<file path="config.mk">
export PLATFORM = sky130hd
export DESIGN_NAME = shrif_adapter
export DESIGN_NICKNAME = d
export VERILOG_FILES = /design/src/core/shrif_pkg.sv /design/src/core/shrif_adapter.sv /design/src/core/shrif_regfile.sv
export SDC_FILE = /design/constraint.sdc
export NUM_CORES = 1
export LEC_CHECK = 0
export ABC_CLOCK_PERIOD_IN_PS = 2700
export BUFFER_PORTS_ARGS = -buffer_cell sky130_fd_sc_hd__buf_2
export CAP_MARGIN = 25
export CORE_ASPECT_RATIO = 1.1
export CORE_MARGIN = 2
export CORE_UTILIZATION = 40
export DETAILED_ROUTE_END_ITERATION = 16
export PLACE_DENSITY = 0.66
export SYNTH_ARGS = -nofsm -noshare
export SYNTH_HDL_FRONTEND = slang
export SYNTH_SLANG_ARGS = --single-unit
</file>
<file path="constraint.sdc">
create_clock -name clk_sys_in -period 2.7 [get_ports clk_sys_in]
set_input_delay 0.27 -clock clk_sys_in [delete_from_list [all_inputs] [get_ports clk_sys_in]]
set_output_delay 0.27 -clock clk_sys_in [all_outputs]
set_load 0.03 [all_outputs]
</file>
<file path="src/core/shrif_pkg.sv">
// Purpose: Constants and types for the shadow register interrupt adapter
// Assumes: Eight byte-wide task-file registers, host strobes one cycle wide
// Notes:   Register indices are the legacy task-file order
package shrif_pkg;

   localparam int          SHRIF_NREG      = 8;
   localparam int          SHRIF_AW        = 3;
   // Task-file register indices
   localparam logic [2:0]  SHRIF_REG_DATA  = 3'h0;
   localparam logic [2:0]  SHRIF_REG_FEAT  = 3'h1;
   localparam logic [2:0]  SHRIF_REG_SCNT  = 3'h2;
   localparam logic [2:0]  SHRIF_REG_LBAL  = 3'h3;
   localparam logic [2:0]  SHRIF_REG_LBAM  = 3'h4;
   localparam logic [2:0]  SHRIF_REG_LBAH  = 3'h5;
   localparam logic [2:0]  SHRIF_REG_DEVH  = 3'h6;
   localparam logic [2:0]  SHRIF_REG_STCMD = 3'h7;
   // Field positions
   localparam int          SHRIF_BUSY_POS  = 7;
   localparam int          SHRIF_DEVSEL_POS = 4;
   localparam int          SHRIF_SOFT_RESET_BIT_POS  = 2;
   localparam int          SHRIF_INTERRUPT_DISABLE_BIT_POS  = 1;
   // Command code that reaches a deselected drive
   localparam logic [7:0]  SHRIF_CMD_DIAG  = 8'h90;
   // Values after reset, and the value of deselected status reads
   localparam logic [7:0]  SHRIF_RST_STAT  = 8'h80;
   localparam logic [7:0]  SHRIF_RST_DEVH  = 8'h00;
   localparam logic [7:0]  SHRIF_RST_DCTL  = 8'h00;
   localparam logic [7:0]  SHRIF_NOTSEL_RD = 8'h00;

   typedef enum logic [2:0] {
      SHRIF_SEL_NOINT = 3'b001,
      SHRIF_SEL_INT   = 3'b010,
      SHRIF_NOTSEL    = 3'b100
   } shrif_state_t;

endpackage : shrif_pkg

</file>
<file path="src/core/shrif_adapter.sv">
// Functional notes
// - Master selected, no pending interrupt: line low
// - Master selected, enabled, pending: line high
// - Slave selected: not-selected state, line low
// - Comreset when selected: busy, clear, link reset
// - Comreset or soft reset deselected: clear devsel
// - Control write no reset: frame, state by pending when selected
// - Control write soft reset: busy, clear, frame
// - Command write selected: busy, clear, command frame
// - Deselected non-diagnostic command: nothing happens
// - Deselected diagnostic: busy, devsel clear, frame
// - Device/head write devsel one: deselect
// - Deselected devsel zero write: reselect by pending
// - Other writes store the task-file byte only
// - Transport update without flag: load shadow only
// - Transport update with flag: pending, maybe interrupt
// - Status read in interrupt state clears pending
// - Other reads keep interrupt pending
// - Transport updates load shadow, state change only with flag
// - Deselected status reads return zero
// - Deselected other reads return shadow value
//
// Purpose: Host adapter task-file emulation with interrupt state machine
// Assumes: Host and transport strobes are same-clock one-cycle pulses
// Notes:   Read data appears one cycle after rd strobe
`timescale 1ns/1ps
`default_nettype none
module shrif_adapter (
   input  wire logic       clk_sys_in,
   input  wire logic       rst_n_in,
   input  wire logic       host_wr_in,
   input  wire logic       host_rd_in,
   input  wire logic       host_ctl_in,
   input  wire logic [2:0] host_addr_in,
   input  wire logic [7:0] host_wdata_in,
   input  wire logic       host_comreset_in,
   input  wire logic       tl_upd_in,
   input  wire logic       tl_ipf_in,
   input  wire logic [7:0] tl_status_in,
   input  wire logic [7:0] tl_devh_in,
   output logic      [7:0] host_rdata_out,
   output logic            host_rvalid_out,
   output logic            host_intrq_out,
   output logic            link_comreset_out,
   output logic            ctl_frame_req_out,
   output logic            cmd_frame_req_out,
   output logic      [7:0] frame_cmd_out,
   output logic      [7:0] frame_devh_out,
   output logic      [7:0] frame_dctl_out,
   output logic      [2:0] state_out
);

   typedef struct packed {
      shrif_pkg::shrif_state_t st;
      logic                    pending_interrupt_flag;
      logic [7:0]              stat;
      logic [7:0]              devh;
      logic [7:0]              dctl;
      logic [7:0]              cmd;
      logic                    intrq;
      logic                    comreset;
      logic                    ctl_req;
      logic                    cmd_req;
      logic                    rd_pend;
      logic                    rd_zero;
      logic                    rd_stat;
   } shrif_regs_t;

   shrif_regs_t r_ff, nxt_r;
   logic        rf_we;
   logic [2:0]  rf_waddr;
   logic [7:0]  rf_wdata;
   logic [7:0]  rf_rdata;

   // Decoded host accesses; ctl flag selects the control block
   logic wr_dctl, wr_cmd, wr_devh, rd_stat, rd_alt, interrupt_disable_bit, pend_int;
   assign wr_dctl  = host_wr_in && host_ctl_in;
   assign wr_cmd   = host_wr_in && !host_ctl_in &&
                     host_addr_in == shrif_pkg::SHRIF_REG_STCMD;
   assign wr_devh  = host_wr_in && !host_ctl_in &&
                     host_addr_in == shrif_pkg::SHRIF_REG_DEVH;
   assign rd_stat  = host_rd_in && !host_ctl_in &&
                     host_addr_in == shrif_pkg::SHRIF_REG_STCMD;
   assign rd_alt   = host_rd_in && host_ctl_in;
   assign interrupt_disable_bit     = r_ff.dctl[shrif_pkg::SHRIF_INTERRUPT_DISABLE_BIT_POS];
   assign pend_int = r_ff.pending_interrupt_flag && !interrupt_disable_bit;

   always_comb begin
      nxt_r          = r_ff;
      nxt_r.comreset = 1'b0;
      nxt_r.ctl_req  = 1'b0;
      nxt_r.cmd_req  = 1'b0;
      nxt_r.rd_pend  = host_rd_in;
      nxt_r.rd_zero  = 1'b0;
      nxt_r.rd_stat  = rd_stat;
      rf_we          = 1'b0;
      rf_waddr       = host_addr_in;
      rf_wdata       = host_wdata_in;
      // Transport updates land in the shadow in any state
      if (tl_upd_in) begin
         nxt_r.stat = tl_status_in;
         nxt_r.devh = tl_devh_in;
         if (tl_ipf_in) begin
            nxt_r.pending_interrupt_flag = 1'b1;
            if (r_ff.st == shrif_pkg::SHRIF_SEL_NOINT && !interrupt_disable_bit)
               nxt_r.st = shrif_pkg::SHRIF_SEL_INT;
         end
      end
      // Host events take precedence over a same-cycle transport update
      if (host_comreset_in) begin
         nxt_r.stat[shrif_pkg::SHRIF_BUSY_POS] = 1'b1;
         nxt_r.pending_interrupt_flag      = 1'b0;
         nxt_r.comreset = 1'b1;
         if (r_ff.st == shrif_pkg::SHRIF_NOTSEL)
            nxt_r.devh[shrif_pkg::SHRIF_DEVSEL_POS] = 1'b0;
         nxt_r.st = shrif_pkg::SHRIF_SEL_NOINT;
      end else if (wr_dctl) begin
         nxt_r.dctl    = host_wdata_in;
         nxt_r.ctl_req = 1'b1;
         if (host_wdata_in[shrif_pkg::SHRIF_SOFT_RESET_BIT_POS]) begin
            nxt_r.stat[shrif_pkg::SHRIF_BUSY_POS] = 1'b1;
            nxt_r.pending_interrupt_flag = 1'b0;
            if (r_ff.st == shrif_pkg::SHRIF_NOTSEL)
               nxt_r.devh[shrif_pkg::SHRIF_DEVSEL_POS] = 1'b0;
            nxt_r.st = shrif_pkg::SHRIF_SEL_NOINT;
         end else if (r_ff.st != shrif_pkg::SHRIF_NOTSEL) begin
            // New interrupt_disable_bit value decides the interrupt state
            nxt_r.st = (r_ff.pending_interrupt_flag && !host_wdata_in[shrif_pkg::SHRIF_INTERRUPT_DISABLE_BIT_POS])
                       ? shrif_pkg::SHRIF_SEL_INT
                       : shrif_pkg::SHRIF_SEL_NOINT;
         end
      end else if (wr_cmd) begin
         if (r_ff.st != shrif_pkg::SHRIF_NOTSEL) begin
            nxt_r.cmd = host_wdata_in;
            nxt_r.stat[shrif_pkg::SHRIF_BUSY_POS] = 1'b1;
            nxt_r.pending_interrupt_flag     = 1'b0;
            nxt_r.cmd_req = 1'b1;
            nxt_r.st      = shrif_pkg::SHRIF_SEL_NOINT;
         end else if (host_wdata_in == shrif_pkg::SHRIF_CMD_DIAG) begin
            nxt_r.cmd = host_wdata_in;
            nxt_r.stat[shrif_pkg::SHRIF_BUSY_POS] = 1'b1;
            nxt_r.devh[shrif_pkg::SHRIF_DEVSEL_POS] = 1'b0;
            nxt_r.pending_interrupt_flag     = 1'b0;
            nxt_r.cmd_req = 1'b1;
            nxt_r.st      = shrif_pkg::SHRIF_SEL_NOINT;
         end
         // Deselected other command: ignored entirely
      end else if (wr_devh) begin
         nxt_r.devh = host_wdata_in;
         if (host_wdata_in[shrif_pkg::SHRIF_DEVSEL_POS])
            nxt_r.st = shrif_pkg::SHRIF_NOTSEL;
         else if (r_ff.st == shrif_pkg::SHRIF_NOTSEL)
            nxt_r.st = pend_int ? shrif_pkg::SHRIF_SEL_INT
                                : shrif_pkg::SHRIF_SEL_NOINT;
      end else if (host_wr_in && !host_ctl_in) begin
         // Plain task-file store, no state or flag change
         rf_we = 1'b1;
      end else if (rd_stat && r_ff.st == shrif_pkg::SHRIF_SEL_INT) begin
         nxt_r.pending_interrupt_flag = 1'b0;
         nxt_r.st  = shrif_pkg::SHRIF_SEL_NOINT;
      end
      // Alternate status never clears pending
      if ((rd_stat || rd_alt) && r_ff.st == shrif_pkg::SHRIF_NOTSEL)
         nxt_r.rd_zero = 1'b1;
      nxt_r.rd_stat = rd_stat || rd_alt;
      nxt_r.intrq = nxt_r.st == shrif_pkg::SHRIF_SEL_INT;
   end

   always_ff @(posedge clk_sys_in or negedge rst_n_in) begin
      if (!rst_n_in) begin
         r_ff.st       <= shrif_pkg::SHRIF_SEL_NOINT;
         r_ff.pending_interrupt_flag      <= 1'b0;
         r_ff.stat     <= shrif_pkg::SHRIF_RST_STAT;
         r_ff.devh     <= shrif_pkg::SHRIF_RST_DEVH;
         r_ff.dctl     <= shrif_pkg::SHRIF_RST_DCTL;
         r_ff.cmd      <= 8'h00;
         r_ff.intrq    <= 1'b0;
         r_ff.comreset <= 1'b0;
         r_ff.ctl_req  <= 1'b0;
         r_ff.cmd_req  <= 1'b0;
         r_ff.rd_pend  <= 1'b0;
         r_ff.rd_zero  <= 1'b0;
         r_ff.rd_stat  <= 1'b0;
      end else begin
         r_ff <= nxt_r;
      end
   end

   // Low task-file bytes live in the small memory
   shrif_regfile u_regfile (
      .clk_sys_in (clk_sys_in),
      .rst_n_in   (rst_n_in),
      .we_in      (rf_we),
      .waddr_in   (rf_waddr),
      .wdata_in   (rf_wdata),
      .raddr_in   (host_addr_in),
      .rdata_out  (rf_rdata)
   );

   // Device/head reads come from the shadow copy
   logic       rd_devh_ff;
   always_ff @(posedge clk_sys_in or negedge rst_n_in) begin
      if (!rst_n_in)
         rd_devh_ff <= 1'b0;
      else
         rd_devh_ff <= host_rd_in && !host_ctl_in &&
                       host_addr_in == shrif_pkg::SHRIF_REG_DEVH;
   end

   always_comb begin
      if (r_ff.rd_zero)
         host_rdata_out = shrif_pkg::SHRIF_NOTSEL_RD;
      else if (r_ff.rd_stat)
         host_rdata_out = r_ff.stat;
      else if (rd_devh_ff)
         host_rdata_out = r_ff.devh;
      else
         host_rdata_out = rf_rdata;
   end

   assign host_rvalid_out   = r_ff.rd_pend;
   assign host_intrq_out    = r_ff.intrq;
   assign link_comreset_out = r_ff.comreset;
   assign ctl_frame_req_out = r_ff.ctl_req;
   assign cmd_frame_req_out = r_ff.cmd_req;
   assign frame_cmd_out     = r_ff.cmd;
   assign frame_devh_out    = r_ff.devh;
   assign frame_dctl_out    = r_ff.dctl;
   assign state_out         = r_ff.st;

   // Checks
   chk_int_sel: assert property (@(posedge clk_sys_in) disable iff (!rst_n_in)
      host_intrq_out == (r_ff.st == shrif_pkg::SHRIF_SEL_INT))
      else $error("interrupt line disagrees with state");
   chk_int_cond: assert property (@(posedge clk_sys_in) disable iff (!rst_n_in)
      host_intrq_out |-> r_ff.pending_interrupt_flag && !interrupt_disable_bit)
      else $error("interrupt without pending enabled");
   chk_notsel_low: assert property (@(posedge clk_sys_in)
      disable iff (!rst_n_in)
      r_ff.st == shrif_pkg::SHRIF_NOTSEL |-> !host_intrq_out)
      else $error("interrupt while deselected");
   chk_comreset_eff: assert property (@(posedge clk_sys_in)
      disable iff (!rst_n_in)
      host_comreset_in |=> link_comreset_out && !r_ff.pending_interrupt_flag &&
      r_ff.stat[shrif_pkg::SHRIF_BUSY_POS] &&
      r_ff.st == shrif_pkg::SHRIF_SEL_NOINT)
      else $error("comreset effects missing");
   chk_cmd_frame: assert property (@(posedge clk_sys_in)
      disable iff (!rst_n_in)
      wr_cmd && !host_comreset_in && !wr_dctl &&
      r_ff.st != shrif_pkg::SHRIF_NOTSEL |=> cmd_frame_req_out && !r_ff.pending_interrupt_flag)
      else $error("command frame not requested");
   chk_cmd_ignore: assert property (@(posedge clk_sys_in)
      disable iff (!rst_n_in)
      wr_cmd && !host_comreset_in && r_ff.st == shrif_pkg::SHRIF_NOTSEL &&
      host_wdata_in != shrif_pkg::SHRIF_CMD_DIAG |=> !cmd_frame_req_out &&
      r_ff.st == shrif_pkg::SHRIF_NOTSEL)
      else $error("deselected command acted on");
   chk_stat_clear: assert property (@(posedge clk_sys_in)
      disable iff (!rst_n_in)
      rd_stat && !host_wr_in && !host_comreset_in && !tl_upd_in &&
      r_ff.st == shrif_pkg::SHRIF_SEL_INT |=> !r_ff.pending_interrupt_flag && !host_intrq_out)
      else $error("status read did not clear");
   chk_notsel_zero: assert property (@(posedge clk_sys_in)
      disable iff (!rst_n_in)
      (rd_stat || rd_alt) && r_ff.st == shrif_pkg::SHRIF_NOTSEL
      |=> host_rvalid_out && host_rdata_out == 8'h00)
      else $error("deselected status read not zero");
   cov_int: cover property (@(posedge clk_sys_in) $rose(host_intrq_out));
   cov_desel: cover property (@(posedge clk_sys_in)
      r_ff.st == shrif_pkg::SHRIF_NOTSEL);
   cov_diag: cover property (@(posedge clk_sys_in)
      wr_cmd && r_ff.st == shrif_pkg::SHRIF_NOTSEL &&
      host_wdata_in == shrif_pkg::SHRIF_CMD_DIAG);
endmodule : shrif_adapter
`default_nettype wire

</file>
<file path="src/core/shrif_regfile.sv">
// Purpose: Shadow task-file storage with registered read data
// Assumes: One write port, one read port, same clock
// Notes:   A write wins over nothing; caller arbitrates sources
`timescale 1ns/1ps
`default_nettype none
module shrif_regfile #(
   parameter int NREG = shrif_pkg::SHRIF_NREG,
   parameter int AW   = shrif_pkg::SHRIF_AW
) (
   input  wire logic          clk_sys_in,
   input  wire logic          rst_n_in,
   input  wire logic          we_in,
   input  wire logic [AW-1:0] waddr_in,
   input  wire logic [7:0]    wdata_in,
   input  wire logic [AW-1:0] raddr_in,
   output logic      [7:0]    rdata_out
);
   initial begin
      if (NREG > (1 << AW) || NREG < 1)
         $error("shrif_regfile: NREG does not fit AW");
   end

   logic [7:0] mem_ff [NREG];

   always_ff @(posedge clk_sys_in or negedge rst_n_in) begin
      if (!rst_n_in) begin
         for (int i = 0; i < NREG; i++)
            mem_ff[i] <= 8'h00;
         rdata_out <= 8'h00;
      end else begin
         if (we_in)
            mem_ff[waddr_in] <= wdata_in;
         rdata_out <= mem_ff[raddr_in];
      end
   end
endmodule : shrif_regfile
`default_nettype wire

</file>
Word level (Yosys, flattened, before mapping)
Index checks and enable logic that the tools add are counted.
{"block": "totals", "ramBits": 0, "n_memories": 0, "output_inout_bits": 40, "word_cells": 119, "register_bits": 116, "inputBits": 35, "romBits": 0, "latch_bits": 0}
{"block": "classes", "mux": 61, "eq_ne": 8, "reduce_logical": 21, "bitwise_logic": 3, "n_div": 0, "magnitude_cmp": 2, "addsub": 0, "n_shift": 0, "n_mul": 0}
{"cell": "$mux W8", "n": 12}
{"cell": "$bwmux W64", "n": 1}
{"cell": "$mux W20", "n": 2}
{"cell": "$mux W3", "n": 9}
{"cell": "$bmux W8 S3", "n": 1}
{"cell": "$demux W8 S3", "n": 1}
{"cell": "$mux W4", "n": 6}
{"cell": "$mux W1", "n": 21}
{"cell": "$mux W5", "n": 4}
{"cell": "$logic_and A1 B1 Y1", "n": 14}
{"cell": "$eq A3 B3 Y1 const B", "n": 3}
{"cell": "$eq A8 B8 Y1 const B", "n": 1}
{"cell": "$mux W2", "n": 4}
{"cell": "$eq A3 B2 Y1 const B", "n": 2}
{"cell": "$ge A4 B4 Y1 const B", "n": 1}
{"cell": "$lt A4 B1 Y1 const B", "n": 1}
{"cell": "$not A3 Y4", "n": 1}
{"cell": "$reduce_and A4 Y1", "n": 1}
{"cell": "$eq A3 B1 Y1 const B", "n": 1}
{"cell": "$logic_not A1 Y1", "n": 3}
{"cell": "$ne A3 B3 Y1 const B", "n": 1}
{"cell": "$not A1 Y1", "n": 2}
{"cell": "$reduce_and A2 Y1", "n": 1}
{"cell": "$reduce_bool A2 Y1", "n": 1}
{"cell": "$logic_or A1 B1 Y1", "n": 1}

Longest topological paths before layout
{"block": "logic_depth", "word_depth": 12, "mapped_depth": 7, "depth_no_buf": 5}

Modules after synthesis
A second synthesis with hierarchy kept.
{"block": "unflattened", "hier_cells": 400, "hier_area_um2": 5626.6}
{"module": "shrif_regfile", "seq_area_each_um2": 1801.7, "cells_per_inst": 180, "area_per_inst_um2": 3193.1, "instances": 1}
{"module": "shrif_adapter", "seq_area_each_um2": 1103.6, "cells_per_inst": 220, "area_per_inst_um2": 2433.6, "instances": 1}

Worst setup path before layout
Ideal clock, no wire load.
{"block": "synth_path", "kind": "reg-to-reg", "from": "register r_ff, in the netlist state_out[0]", "to": "register r_ff, in the netlist frame_cmd_out[0]", "path_buffers": 1, "setup_ps": 125, "required_ps": 2575, "setup_slack_ps": 861, "arrival_time_ps": 1714, "synth_period_minus_slack_ps": 1839, "stages_incl_launch_ff": 7, "path_cell_list": "dfstp_2 or3b_2 a21oi_1 or3b_1 buf_6 nor2_8 mux2_4"}
{"block": "synth_between", "elab_chain_cells": 3}
{"item": "from (decl)", "line_no": "shrif_adapter.sv:69", "rtl": "shrif_regs_t r_ff, nxt_r;"}
{"item": "from (signal assigned)", "line_no": "shrif_adapter.sv:185", "rtl": "r_ff <= nxt_r;"}
{"item": "$ne A3 B3 Y1 (*)", "line_no": "shrif_adapter.sv:133", "rtl": "if (r_ff.st != shrif_pkg::SHRIF_NOTSEL) begin"}
{"item": "$reduce_bool A2 Y1 (no line)"}
{"item": "$reduce_and A4 Y1 (no line)"}
Mark *: on every way between the ends. The rest lies on a longest branch, timed or not.
A chain may end at the register's enable or synchronous reset.

Worst setup path after layout
{"block": "layout_path", "from": "register r_ff, in the netlist state_out[0]", "to": "register r_ff, in the netlist frame_cmd_out[1]"}
Same word-level chain as after synthesis.

==> results.tsv <==
metric	value	unit
final hold vios	0	
TNS Setup	0	ns
Reg2Reg Depth	5	
clock-pin slew of the registers on the worst-case setup and hold paths	0.05	ns
hold path cells	1	
Post-DRT Antenna Nets	0	
CTS tree	built	
DRC viols	0	
post-synth cell types	50	
grt ovf	0	
initial drt markers	234	
GP Congestion	0.8444	
unrepaired setup endpoints after global routing	no	
nets@finish	496	
sequential area share after synthesis	53.81	%
die area	14440	um^2
Tcrit/Tclk final	77.75	%
Hold Crit Start	host_rd_in	
most frequent cells in the layout	dfrtp_1, buf_2, mux2_2	
worst-path fanout max	9	
CP required	2.99	ns
Mapped Nets	468	
maximum buffer depth of the clock tree	2	
largest net degree at the start of global routing	117	
chip height	125.9	um
Synth Instances	433	
vias in the first global route	3451	
layout cell share with drive strength beyond 1	42.58	%
Synth Warn #	0	
RR Startpoint	state_out[0]$_DFF_PN1_	
FMAX	476.4	MHz
kind of end point of the critical path	flop	
Final Util	47.27	%
Max Cap Viol	0	
reg2reg end	frame_cmd_out[1]$_DFFE_PN0P_	
WHS Endpoint	host_rvalid_out$_DFF_PN0_	
CP max stage delay	0.59	ns
Clock Latency Late Sink	0.41	ns
async set-reset flop share out of synthesis	100.0	%
diode count	0	
Synth Register Bits	116	
worst vdd ir	0.4752	mV
Leakage	2.935	nW
Worst setup SP type	flop	
1st-pass router iterations	4	
min-delay worst type	in2reg	
Ports	75	
fin. max-slew vios	0	
DIE WIDTH	114.8	um
Clock Skews	0.007833	ns
critical path class	reg2reg	
syn_area_per_cell	12.47	um^2
final wirelength	11500	um
most common cell after layout, fill and taps aside	dfrtp_1	
slew at the pin closest to its max-slew limit	0.7274	ns
# setup viols final	0	
vias	3310	
EDFF count, synth	0	
Cell Pwr Density	832.0	nW/um^2
core area	13210	um^2
H-Tree Depth	4	
Area Overhead vs Synth	15.69	%
gr usage total	16.72	%
CP cell instances	or3b_2 -> a21oi_1 -> or3b_1 -> nor2_8 -> mux2_4	
Sink Count	116	
port bufs	74	
Routed WL per cell	18.16	um
slowest CP cell	dfstp_2	
ys flop type	dfrtp_1	
Critical Path AT	2.39	ns
Avg Vias per Cell	5.229	
status	finished, final reports clean	
initial antenna violation count	0	
Post-Synthesis Cell Area	5399	um^2
TritonCTS Buffers	17	
headroom to the max-slew limit	51.40	%
Detail Placement HPWL	7982	um
Starting Density	40.86	%
global-route wire length before repair	18290	um
Root Driver	clkbuf_16	
Rows	44	
r2r setup slk	0.60	ns
post-layout min period	2.099	ns
logic make-up after synthesis:
group	count (synthesis)	share of synthesized area, %
DFF	116	53.81
muxes	104	23.89
AOI/OAI and AO/OA	52	6.188
and+or+nand+nor	87	8.552
buffers and inverters	74	7.555
sequential cells by signal, indices dropped and copies added, names as in the netlist:
name / flops
host_rvalid_out: 1
frame_dctl_out: 8
frame_devh_out: 8
state_out: 3
u_regfile.rdata_out: 8
ctl_frame_req_out: 1
host_intrq_out: 1
rd_devh_ff: 1
frame_cmd_out: 8
cmd_frame_req_out: 1
link_comreset_out: 1
r_ff: 11
u_regfile.mem_ff: 64
worst max-delay path: cells and delay by family, from the launching register on:
kind,cells,cell delay (ns)
AO/OA/AOI/OAI,1,0.05
flip-flops,1,0.59
multiplexers,1,0.33
AND/OR/NAND/NOR,3,1.01
how the worst max path moves through the flow:
stage	start	endpoint	slack, ns	depth (start not counted)
floorplan	state_out[0]$_DFF_PN1_	frame_cmd_out[0]$_DFFE_PN0P_	0.86	6
CTS	state_out[0]$_DFF_PN1_	frame_cmd_out[1]$_DFFE_PN0P_	0.61	5
global placement	host_addr_in[0]	frame_cmd_out[7]$_DFFE_PN0P_	0.60	5
finish	state_out[0]$_DFF_PN1_	frame_cmd_out[1]$_DFFE_PN0P_	0.60	5
detailed placement	host_addr_in[0]	frame_cmd_out[2]$_DFFE_PN0P_	0.56	5
global route	state_out[0]$_DFF_PN1_	frame_cmd_out[1]$_DFFE_PN0P_	0.53	5
final cells by class:
cell class                 instances  area (um^2)
fill                            1187         6967
timing repair buffer              80        432.9
inverter                           3        11.26
clock buffer                      22        484.2
sequential                       116         2905
multi-input combinational        243         2086
tap                              161        201.4
clock inverter                     8        125.1
per-stage QoR:
stage	cells	hold slack [ns]	setup slack, ns	power (mW)	cell area [um^2]
2_1_floorplan	433	-0.02559	0.8611	2.762	5399
3_3_place_gp	602	0.3600	0.6038	2.921	5627
3_5_place_dp	602	0.3622	0.5638	2.946	5627
4_1_cts	633	0.01093	0.6076	5.239	6246
5_1_grt	633	0.01045	0.5317	5.407	6246
6_report	633	0.02686	0.6008	5.197	6246
per-layer routing:
layer / track usage [%] / vias to the layer above / share of wire, %
li1: - / 1557 / -
met4: 6.024 / 0 / 1.1
met3: 5.919 / 13 / 5.6
met1: 20.80 / 1633 / 44
met2: 26.98 / 107 / 50
met5: 0 / - / 0
Yosys cell counts, types with 2 or more instances:
| cell | number | area (um^2) |
|---|---|---|
| a21oi_1 | 13 | 65.06 |
| a311oi_1 | 3 | 26.28 |
| a31oi_1 | 6 | 37.54 |
| a32oi_1 | 2 | 17.52 |
| and2_1 | 4 | 25.02 |
| and3_1 | 4 | 25.02 |
| buf_1 | 3 | 11.26 |
| buf_2 | 10 | 50.05 |
| buf_4 | 27 | 202.7 |
| buf_6 | 2 | 22.52 |
| clkbuf_1 | 28 | 105.1 |
| dfrtp_1 | 114 | 2853 |
| dfstp_2 | 2 | 52.55 |
| inv_1 | 3 | 11.26 |
| mux2_2 | 67 | 754.5 |
| mux2_4 | 8 | 120.1 |
| mux2i_1 | 19 | 190.2 |
| mux4_2 | 10 | 225.2 |
| nand2_1 | 24 | 90.09 |
| nand2b_1 | 2 | 12.51 |
| nand3_1 | 6 | 30.03 |
| nand3b_1 | 2 | 15.01 |
| nand4b_1 | 2 | 17.52 |
| nor2_1 | 27 | 101.4 |
| nor2b_1 | 3 | 18.77 |
| nor3b_1 | 3 | 22.52 |
| o21ai_0 | 15 | 75.07 |
| o32ai_1 | 2 | 17.52 |
report_power, final:
part / internal (mW) / switching (mW)
Sequential: 1.98 / 0.143
Combinational: 0.356 / 0.433
Clock: 1.53 / 0.749
repair_timing:
action,CTS,global route
hold buffers,1,0
buffers inserted,0,0
gates resized for setup,0,0
endpoints found under the hold margin,114,0
No activity file was read; power rests on OpenSTA's default activity.
